===== src/meas_status_pkg.sv =====
// Package: offsets, field positions, reset values for measurement status
package meas_status_pkg;
   // ---------------------------------------------------------------
   // Register map (printed offset 0x01 is a register index)
   // ---------------------------------------------------------------
   localparam logic [3:0]  STATUS_INDEX      = 4'h1;
   localparam logic [3:0]  IRQ_STATUS_INDEX  = 4'h2;
   localparam logic [3:0]  IRQ_MASK_INDEX    = 4'h3;
   localparam logic [3:0]  CONV_CTRL_INDEX   = 4'h4;
   localparam int          ADDR_W            = 6;
   localparam logic [5:0]  STATUS_ADDR       = {STATUS_INDEX, 2'b00};
   localparam logic [5:0]  IRQ_STATUS_ADDR   = {IRQ_STATUS_INDEX, 2'b00};
   localparam logic [5:0]  IRQ_MASK_ADDR     = {IRQ_MASK_INDEX, 2'b00};
   localparam logic [5:0]  CONV_CTRL_ADDR    = {CONV_CTRL_INDEX, 2'b00};
   // ---------------------------------------------------------------
   // Status word fields
   // ---------------------------------------------------------------
   localparam int          PIN_FN_HI   = 15;
   localparam int          PIN_FN_LO   = 14;
   localparam int          SLEEP_BIT   = 13;
   localparam int          GLOBAL_BIT  = 11;
   localparam int          BATTERY_INPUT_ONE_BIT    = 6;
   localparam int          BATTERY_INPUT_TWO_BIT    = 5;
   localparam int          AUX_BIT     = 4;
   localparam int          THERMAL_INPUT_ONE_BIT   = 2;
   localparam int          THERMAL_INPUT_TWO_BIT   = 1;
   localparam logic [1:0]  PIN_FN_RESET = 2'h2;
   localparam logic [1:0]  PIN_FN_DONE  = 2'h1;
   localparam logic [3:0]  SCAN_PORT    = 4'hb;
   localparam logic [4:0]  FRESH_NONE   = 5'h00;
   // Channel index in the five-bit fresh vector
   localparam int          CH_BATTERY_INPUT_ONE  = 4;
   localparam int          CH_BATTERY_INPUT_TWO  = 3;
   localparam int          CH_AUX   = 2;
   localparam int          CH_THERMAL_INPUT_ONE = 1;
   localparam int          CH_THERMAL_INPUT_TWO = 0;
   // Interrupt events
   localparam int          IRQ_DONE_BIT  = 0;
   localparam int          IRQ_SLEEP_BIT = 1;
   localparam logic [1:0]  IRQ_NONE      = 2'h0;
   localparam logic [31:0] WORD_ZERO     = 32'h0000_0000;
   localparam logic [15:0] HALF_ZERO     = 16'h0000;
endpackage


===== src/meas_fresh_if.sv =====
// Interface: per-channel fresh flags between tracker and status bank
`timescale 1ns/10ps
interface meas_fresh_if;
   logic [4:0] load;
   logic [4:0] drained;
   logic       set_done;
   logic [4:0] fresh;
   logic       global_ready;
   modport tracker (input load, input drained, input set_done,
                    output fresh, output global_ready);
   modport bank    (output load, output drained, output set_done,
                    input fresh, input global_ready);
endinterface


===== src/meas_fresh_tracker.sv =====
// Fresh-data flags per channel and global data-ready flag
`timescale 1ns/10ps
module meas_fresh_tracker
   import meas_status_pkg::*;
(
   input  wire logic clock_i,
   input  wire logic rstn_i,
   meas_fresh_if.tracker fl
);
   logic [4:0] fresh_reg;
   logic       global_reg;

   // Load wins over readout in the same cycle
   always_ff @(posedge clock_i or negedge rstn_i) begin
      if (!rstn_i) begin
         fresh_reg <= FRESH_NONE;
      end else begin
         fresh_reg <= fl.load | (fresh_reg & ~fl.drained);
      end
   end

   // Global flag clears only once nothing is pending
   always_ff @(posedge clock_i or negedge rstn_i) begin
      if (!rstn_i) begin
         global_reg <= 1'b0;
      end else if (fl.set_done) begin
         global_reg <= 1'b1;
      end else if ((fresh_reg & ~fl.drained) == FRESH_NONE
                   && fl.load == FRESH_NONE) begin
         global_reg <= 1'b0;
      end
   end

   assign fl.fresh        = fresh_reg;
   assign fl.global_ready = global_reg;
endmodule // meas_fresh_tracker


===== src/meas_adc_status_flags.sv =====
// Measurement converter status register bank with Avalon-MM slave
//
// Register access over Avalon-MM was left to the implementer.
`timescale 1ns/10ps
// Contract
// - Bits 15:14 select pin function, reset 10; only 01 means done.
// - With function 01, done pin drops when a conversion set finishes.
// - In scan mode the pin stays low until all scan results read.
// - Bit 13 reads 1 when converter is powered down, else 0.
// - Bit 11 sets when one set of conversions completes.
// - Bit 11 clears only after all pending data has been read.
// - Bit 6 flags fresh battery one data until read out.
// - Bit 5 flags fresh battery two data until read out.
// - Bit 4 flags fresh extra input data until read out.
// - Bit 2 flags fresh thermal one data until read out.
// - Bit 1 flags fresh thermal two data until read out.
// - Scan code 1011 converts both batteries and extra input in turn.
module meas_adc_status_flags
   import meas_status_pkg::*;
(
   input  wire logic              clock_i,
   input  wire logic              rstn_i,
   // Avalon-MM slave
   input  wire logic [ADDR_W-1:0] address_i,
   input  wire logic              read_i,
   input  wire logic              write_i,
   input  wire logic [31:0]       writedata_i,
   input  wire logic [3:0]        byteenable_i,
   output logic [31:0]            readdata_o,
   output logic                   waitrequest_o,
   output logic [1:0]             response_o,
   // Converter core side
   input  wire logic              conv_busy_i,
   input  wire logic              conv_sleep_i,
   input  wire logic              result_load_i,
   input  wire logic [4:0]        result_chan_i,
   input  wire logic              set_done_i,
   input  wire logic [4:0]        result_drained_i,
   // Pins and events
   output logic                   conversion_done_pin_n_o,
   output logic [3:0]             scan_mode_o,
   output logic                   irq_o
);
   // ---------------------------------------------------------------
   // Types and state
   // ---------------------------------------------------------------
   typedef enum logic [1:0] {BUS_IDLE, BUS_ANSWER} bus_state_t;

   bus_state_t  bus_reg;
   bus_state_t  bus_next;
   logic [1:0]  pin_fn_reg;
   logic [3:0]  scan_mode_reg;
   logic        sleep_reg;
   logic        sleep_prev_reg;
   logic        done_pin_n_reg;
   logic [1:0]  irq_status_reg;
   logic [1:0]  irq_mask_reg;
   logic        irq_reg;
   logic [31:0] readdata_reg;
   logic [1:0]  response_reg;
   logic        accept;
   logic        wr_hit;
   logic [1:0]  irq_event;
   logic        scan_pending;
   logic [15:0] status_word;

   meas_fresh_if fl ();

   // ---------------------------------------------------------------
   // Helpers
   // ---------------------------------------------------------------
   function automatic logic lane_low(input logic [3:0] be);
      lane_low = be[0] | be[1];
   endfunction

   function automatic logic known_addr(input logic [ADDR_W-1:0] a);
      known_addr = (a == STATUS_ADDR) || (a == IRQ_STATUS_ADDR) ||
                   (a == IRQ_MASK_ADDR) || (a == CONV_CTRL_ADDR);
   endfunction

   // ---------------------------------------------------------------
   // Fresh flag tracker
   // ---------------------------------------------------------------
   // Load and done strobes are same-domain converter logic
   assign fl.load     = result_load_i ? result_chan_i : FRESH_NONE;
   assign fl.drained  = result_drained_i;
   assign fl.set_done = set_done_i;

   meas_fresh_tracker u_tracker (
      .clock_i (clock_i),
      .rstn_i  (rstn_i),
      .fl      (fl)
   );

   // ---------------------------------------------------------------
   // Status word assembly
   // ---------------------------------------------------------------
   always_comb begin
      status_word = HALF_ZERO;
      status_word[PIN_FN_HI:PIN_FN_LO] = pin_fn_reg;
      status_word[SLEEP_BIT]  = sleep_reg;
      status_word[GLOBAL_BIT] = fl.global_ready;
      status_word[BATTERY_INPUT_ONE_BIT]   = fl.fresh[CH_BATTERY_INPUT_ONE];
      status_word[BATTERY_INPUT_TWO_BIT]   = fl.fresh[CH_BATTERY_INPUT_TWO];
      status_word[AUX_BIT]    = fl.fresh[CH_AUX];
      status_word[THERMAL_INPUT_ONE_BIT]  = fl.fresh[CH_THERMAL_INPUT_ONE];
      status_word[THERMAL_INPUT_TWO_BIT]  = fl.fresh[CH_THERMAL_INPUT_TWO];
   end

   // ---------------------------------------------------------------
   // Bus slave: one wait cycle, answer on the second edge
   // ---------------------------------------------------------------
   assign accept = (bus_reg == BUS_ANSWER);
   assign wr_hit = accept && write_i && lane_low(byteenable_i);

   always_comb begin
      bus_next = bus_reg;
      case (bus_reg)
         BUS_IDLE: begin
            if (read_i || write_i) begin
               bus_next = BUS_ANSWER;
            end
         end
         BUS_ANSWER: bus_next = BUS_IDLE;
         default:    bus_next = BUS_IDLE;
      endcase
   end

   always_ff @(posedge clock_i or negedge rstn_i) begin
      if (!rstn_i) begin
         bus_reg <= BUS_IDLE;
      end else begin
         bus_reg <= bus_next;
      end
   end

   // Waitrequest low only in the answer cycle
   always_ff @(posedge clock_i or negedge rstn_i) begin
      if (!rstn_i) begin
         waitrequest_o <= 1'b1;
      end else begin
         waitrequest_o <= !(bus_next == BUS_ANSWER);
      end
   end

   always_ff @(posedge clock_i or negedge rstn_i) begin
      if (!rstn_i) begin
         readdata_reg <= WORD_ZERO;
         response_reg <= 2'h0;
      end else if (bus_reg == BUS_IDLE && (read_i || write_i)) begin
         response_reg <= known_addr(address_i) ? 2'h0 : 2'h2;
         readdata_reg <= WORD_ZERO;
         if (read_i) begin
            case (address_i)
               STATUS_ADDR:     readdata_reg <= {HALF_ZERO, status_word};
               IRQ_STATUS_ADDR: readdata_reg <= {30'h0, irq_status_reg};
               IRQ_MASK_ADDR:   readdata_reg <= {30'h0, irq_mask_reg};
               CONV_CTRL_ADDR:  readdata_reg <= {28'h0, scan_mode_reg};
               default:         readdata_reg <= WORD_ZERO;
            endcase
         end
      end
   end

   // ---------------------------------------------------------------
   // Writable fields
   // ---------------------------------------------------------------
   // Only the pin-function field of the status word is writable; the rest of that word is read-only
   always_ff @(posedge clock_i or negedge rstn_i) begin
      if (!rstn_i) begin
         pin_fn_reg <= PIN_FN_RESET;
      end else if (wr_hit && address_i == STATUS_ADDR && byteenable_i[1]) begin
         pin_fn_reg <= writedata_i[PIN_FN_HI:PIN_FN_LO];
      end
   end

   always_ff @(posedge clock_i or negedge rstn_i) begin
      if (!rstn_i) begin
         scan_mode_reg <= 4'h0;
      end else if (wr_hit && address_i == CONV_CTRL_ADDR
                   && byteenable_i[0]) begin
         scan_mode_reg <= writedata_i[3:0];
      end
   end

   always_ff @(posedge clock_i or negedge rstn_i) begin
      if (!rstn_i) begin
         irq_mask_reg <= IRQ_NONE;
      end else if (wr_hit && address_i == IRQ_MASK_ADDR
                   && byteenable_i[0]) begin
         irq_mask_reg <= writedata_i[1:0];
      end
   end

   // ---------------------------------------------------------------
   // Converter state and done pin
   // ---------------------------------------------------------------
   always_ff @(posedge clock_i or negedge rstn_i) begin
      if (!rstn_i) begin
         sleep_reg      <= 1'b0;
         sleep_prev_reg <= 1'b0;
      end else begin
         sleep_reg      <= conv_sleep_i & ~conv_busy_i;
         sleep_prev_reg <= sleep_reg;
      end
   end

   // Scan code 1011 fills three registers; all must drain
   assign scan_pending = (scan_mode_reg == SCAN_PORT) ?
      |(fl.fresh & {1'b1, 1'b1, 1'b1, 1'b0, 1'b0}) : |fl.fresh;

   // Pin idles high; reserved codes never assert it (host sets 01)
   always_ff @(posedge clock_i or negedge rstn_i) begin
      if (!rstn_i) begin
         done_pin_n_reg <= 1'b1;
      end else if (pin_fn_reg != PIN_FN_DONE) begin
         done_pin_n_reg <= 1'b1;
      end else if (set_done_i) begin
         done_pin_n_reg <= 1'b0;
      end else if (!scan_pending && !fl.global_ready) begin
         done_pin_n_reg <= 1'b1;
      end
   end

   assign conversion_done_pin_n_o = done_pin_n_reg;

   // ---------------------------------------------------------------
   // Interrupts: sticky, write one to clear, set wins
   // ---------------------------------------------------------------
   assign irq_event[IRQ_DONE_BIT]  = set_done_i;
   assign irq_event[IRQ_SLEEP_BIT] = sleep_reg & ~sleep_prev_reg;

   always_ff @(posedge clock_i or negedge rstn_i) begin
      if (!rstn_i) begin
         irq_status_reg <= IRQ_NONE;
      end else if (wr_hit && address_i == IRQ_STATUS_ADDR
                   && byteenable_i[0]) begin
         irq_status_reg <= irq_event | (irq_status_reg & ~writedata_i[1:0]);
      end else begin
         irq_status_reg <= irq_event | irq_status_reg;
      end
   end

   always_ff @(posedge clock_i or negedge rstn_i) begin
      if (!rstn_i) begin
         irq_reg <= 1'b0;
      end else begin
         irq_reg <= |(irq_status_reg & irq_mask_reg);
      end
   end

   assign irq_o       = irq_reg;
   assign readdata_o  = readdata_reg;
   assign response_o  = response_reg;
   assign scan_mode_o = scan_mode_reg;
endmodule // meas_adc_status_flags


===== config.mk =====
export PLATFORM = sky130hd
export DESIGN_NAME = meas_adc_status_flags
export DESIGN_NICKNAME = d
export VERILOG_FILES = /design/src/meas_status_pkg.sv /design/src/meas_fresh_if.sv /design/src/meas_fresh_tracker.sv /design/src/meas_adc_status_flags.sv
export SDC_FILE = /design/constraint.sdc
export NUM_CORES = 1
export LEC_CHECK = 0
export CORE_MARGIN = 2
export CORE_UTILIZATION = 62
export DETAILED_ROUTE_END_ITERATION = 8
export DONT_BUFFER_PORTS = 1
export PLACE_DENSITY_LB_ADDON = 0.2
export SLEW_MARGIN = 20
export SYNTH_ARGS = -nofsm -noshare
export SYNTH_HDL_FRONTEND = slang
export SYNTH_SLANG_ARGS = --single-unit

===== constraint.sdc =====
create_clock -name clock_i -period 3.05 [get_ports clock_i]
set_input_delay 0.915 -clock clock_i [delete_from_list [all_inputs] [get_ports clock_i]]
set_output_delay 0.915 -clock clock_i [all_outputs]
set_load 0.02 [all_outputs]

==> flow_summary.toml <==
[run_status]
status = "finished clean"

[clock_tree]
cts_resized = 0
h-tree-depth = 2
clkTransAtPathRegs_ps = 100
cts_root_buffer = "clkbuf_4"
cts-buffers-inserted = 5
clock-sinks = 35
post_cts_buffers = 0
postCtsHoldBufs = 0
clockBufferDepth = 2
cts_tree = "done"
clock_latency_ps = 340

[setup_path]
arrival_ps = 2310
worstSetupPathType = "in2reg"
crit_fanout = 3
worstSetupStartpointType = "input port"
required_ps = 3270
max_stage_delay_ps = 560
end_kind = "register"
crit_chain = "or4_4, nor3b_2, and3_1, mux2_1"
crit_slowest_cell = "or4_4"
r2r_cells = 4
cp.depth = 4
critPathBufInv = 0
cpLargestDelayFamily = "simple AND/OR/NAND/NOR gates"

[power_and_ir_drop]
switching_power_w = 0.000203
p_leak_nw = 0.812
clkPwrFrac_pct = 33.4
pwr-share-comb_pct = 7.0
ir_drop_v = 0.000446
p_per_area_nw_per_um2 = 494
p_int_w = 0.000633
fin_total_pwr_w = 0.000836
p_seq_share_pct = 59.6
swShare_pct = 24.3

[detailed_routing]
drtPass1Iterations = 4
ant_nets = 0
drt_iter0_drc = 29
routed_wl_um = 2990
drc = 0
wl_per_cell_um = 16.8
vias_per_cell = 5.75
vias = 1024

[synthesis]
synth_top_cell_area_share_pct = 47.8
synth_simple_gate_area_share_pct = 14.3
syn_area_per_cell_um2 = 11.8
synth_mux_area_share_pct = 7.47
synthDistinctLibCells = 41
synth_ff_type = "dfrtp_1"
synth.area.top_cells = "dfrtp_1 (48%), buf_4 (9.9%), a22o_1 (6.8%)"
yosysMostFrequentCell = "dfrtp_1"
yosys_warnings = 0
synth-async-reset-ratio_pct = 100
yosysSeqAreaShare_pct = 52.5
netlist_area_um2 = 1670
synth_common_cells = "dfrtp_1 (32), buf_4 (22), a22o_1 (13)"
synth_fa_ha_area_share_pct = 0
synth-edff-count = 0
postSynthCellCount = 142
yosysTopAreaCell = "dfrtp_1"
synth-compound-area-share_pct = 13.2
synth-xor-area-share_pct = 0
synth.ff_latch_count = 35
synth_top_family_by_area = "simple AND/OR/NAND/NOR gates"

[sta]
fmax_mhz = 479
fin_skew_ps = 6.54
period_share_pct = 68.4
maxSlewViolCount = 0
fin_tns_setup_ps = 0
rsz0062_at_grt = "no"
finalCriticalPeriod_ps = 2090
finalHoldViolations = 0
setup_viol = 0
hold_slack_ps = 259

[grt]
track_usage_pct = 20.6
grt_max_degree = 36
overflow = 0
antenna_found_initial = 0
grt_pass1_vias = 1005
grt_pass1_wl_um = 4890

[floorplanning]
die_w_um = 56.0
die-area_um2 = 3130
rows = 18
core_area_um2 = 2520
die_h_um = 56.0
start_util_pct = 66.4
io_pins = 101

[final_layout]
layout-area-overhead-vs-synth_pct = 1.05
num_antenna_cells = 0
fin_area_um2 = 1690
drive_above_1_share_pct = 14.9
num-nets-final = 207
largest_register_ffs = 11

[job]
cap_violations = 0

[place]
port_buffers = 0
dpl_cell_area_um2 = 1620
gp_congestion = 0.806
hpwl_um = 2280

[worst_hold_path]
min_path_type = "in2async"
## per-stage QoR
stage	worst slack (ps)	cells	utilization, %
after floorplan	704	164	-
after global placement	639	170	64.3
after detailed placement	615	170	64.3
after CTS	977	178	67.1
after global routing	948	178	67.1
final	963	178	67.1
## per-layer routing
layer	track usage, %	routed length, um	up-vias
met1	24.9	1210	502
met4	7.82	19	0
met3	9.53	260	2
li1	-	-	469
met2	32.3	1500	51
met5	0	0	-
## placed cells by master, fill, tap and decap left out, types with 3 or more instances in the layout
| cell | count |
|---|---|
| dfstp_2 | 3 |
| nand2_1 | 9 |
| mux2_4 | 4 |
| dfrtp_1 | 32 |
| conb_1 | 23 |
| a22o_1 | 13 |
| nand3b_1 | 4 |
| inv_1 | 7 |
| o21ai_0 | 8 |
| clkbuf_4 | 5 |
## cell families after synthesis
logic type      after synthesis
simple gates                 34
flops                        35
mux                          10
other cells                   1
buf+inv                      32
compound gates               30
## worst register-to-register path: stages (launching register included)
cell      delay (ps)
dfrtp_1          410
nand4b_1         250
nor4b_2          400
nand2_1          140
mux2_2           280
## cell type report
class	instances	area (um2)
clock buffers	8	68.8
fillers	199	831
inverters	7	26.3
multi-input cells	97	672
flip-flops and latches	35	880
well taps	30	37.5
repair buffers	1	7.51
## power by group through the flow
stage                logic, W  clock network [W]  registers, W
floorplan           0.0000759                  0      0.000504
global placement    0.0000573                  0      0.000507
detailed placement  0.0000581                  0      0.000508
CTS                 0.0000584           0.000286      0.000499
global route        0.0000656           0.000305      0.000501
finish              0.0000589           0.000279      0.000498
## worst paths after layout
| path | startpoint | endpoint | slack, ps |
|---|---|---|---|
| max | address_i[1] | pin_fn_reg[0] | 960 |
| min | rstn_i | bus_reg[1] | 260 |
| max reg2reg | bus_reg[1] | irq_mask_reg[1] | 1470 |
| min reg2reg | sleep_reg | sleep_prev_reg | 430 |
| max in group asynchronous | rstn_i | pin_fn_reg[1] | 2610 |
| min in group clock_i | sleep_reg | sleep_prev_reg | 430 |
(Power assumes the default switching activity.)
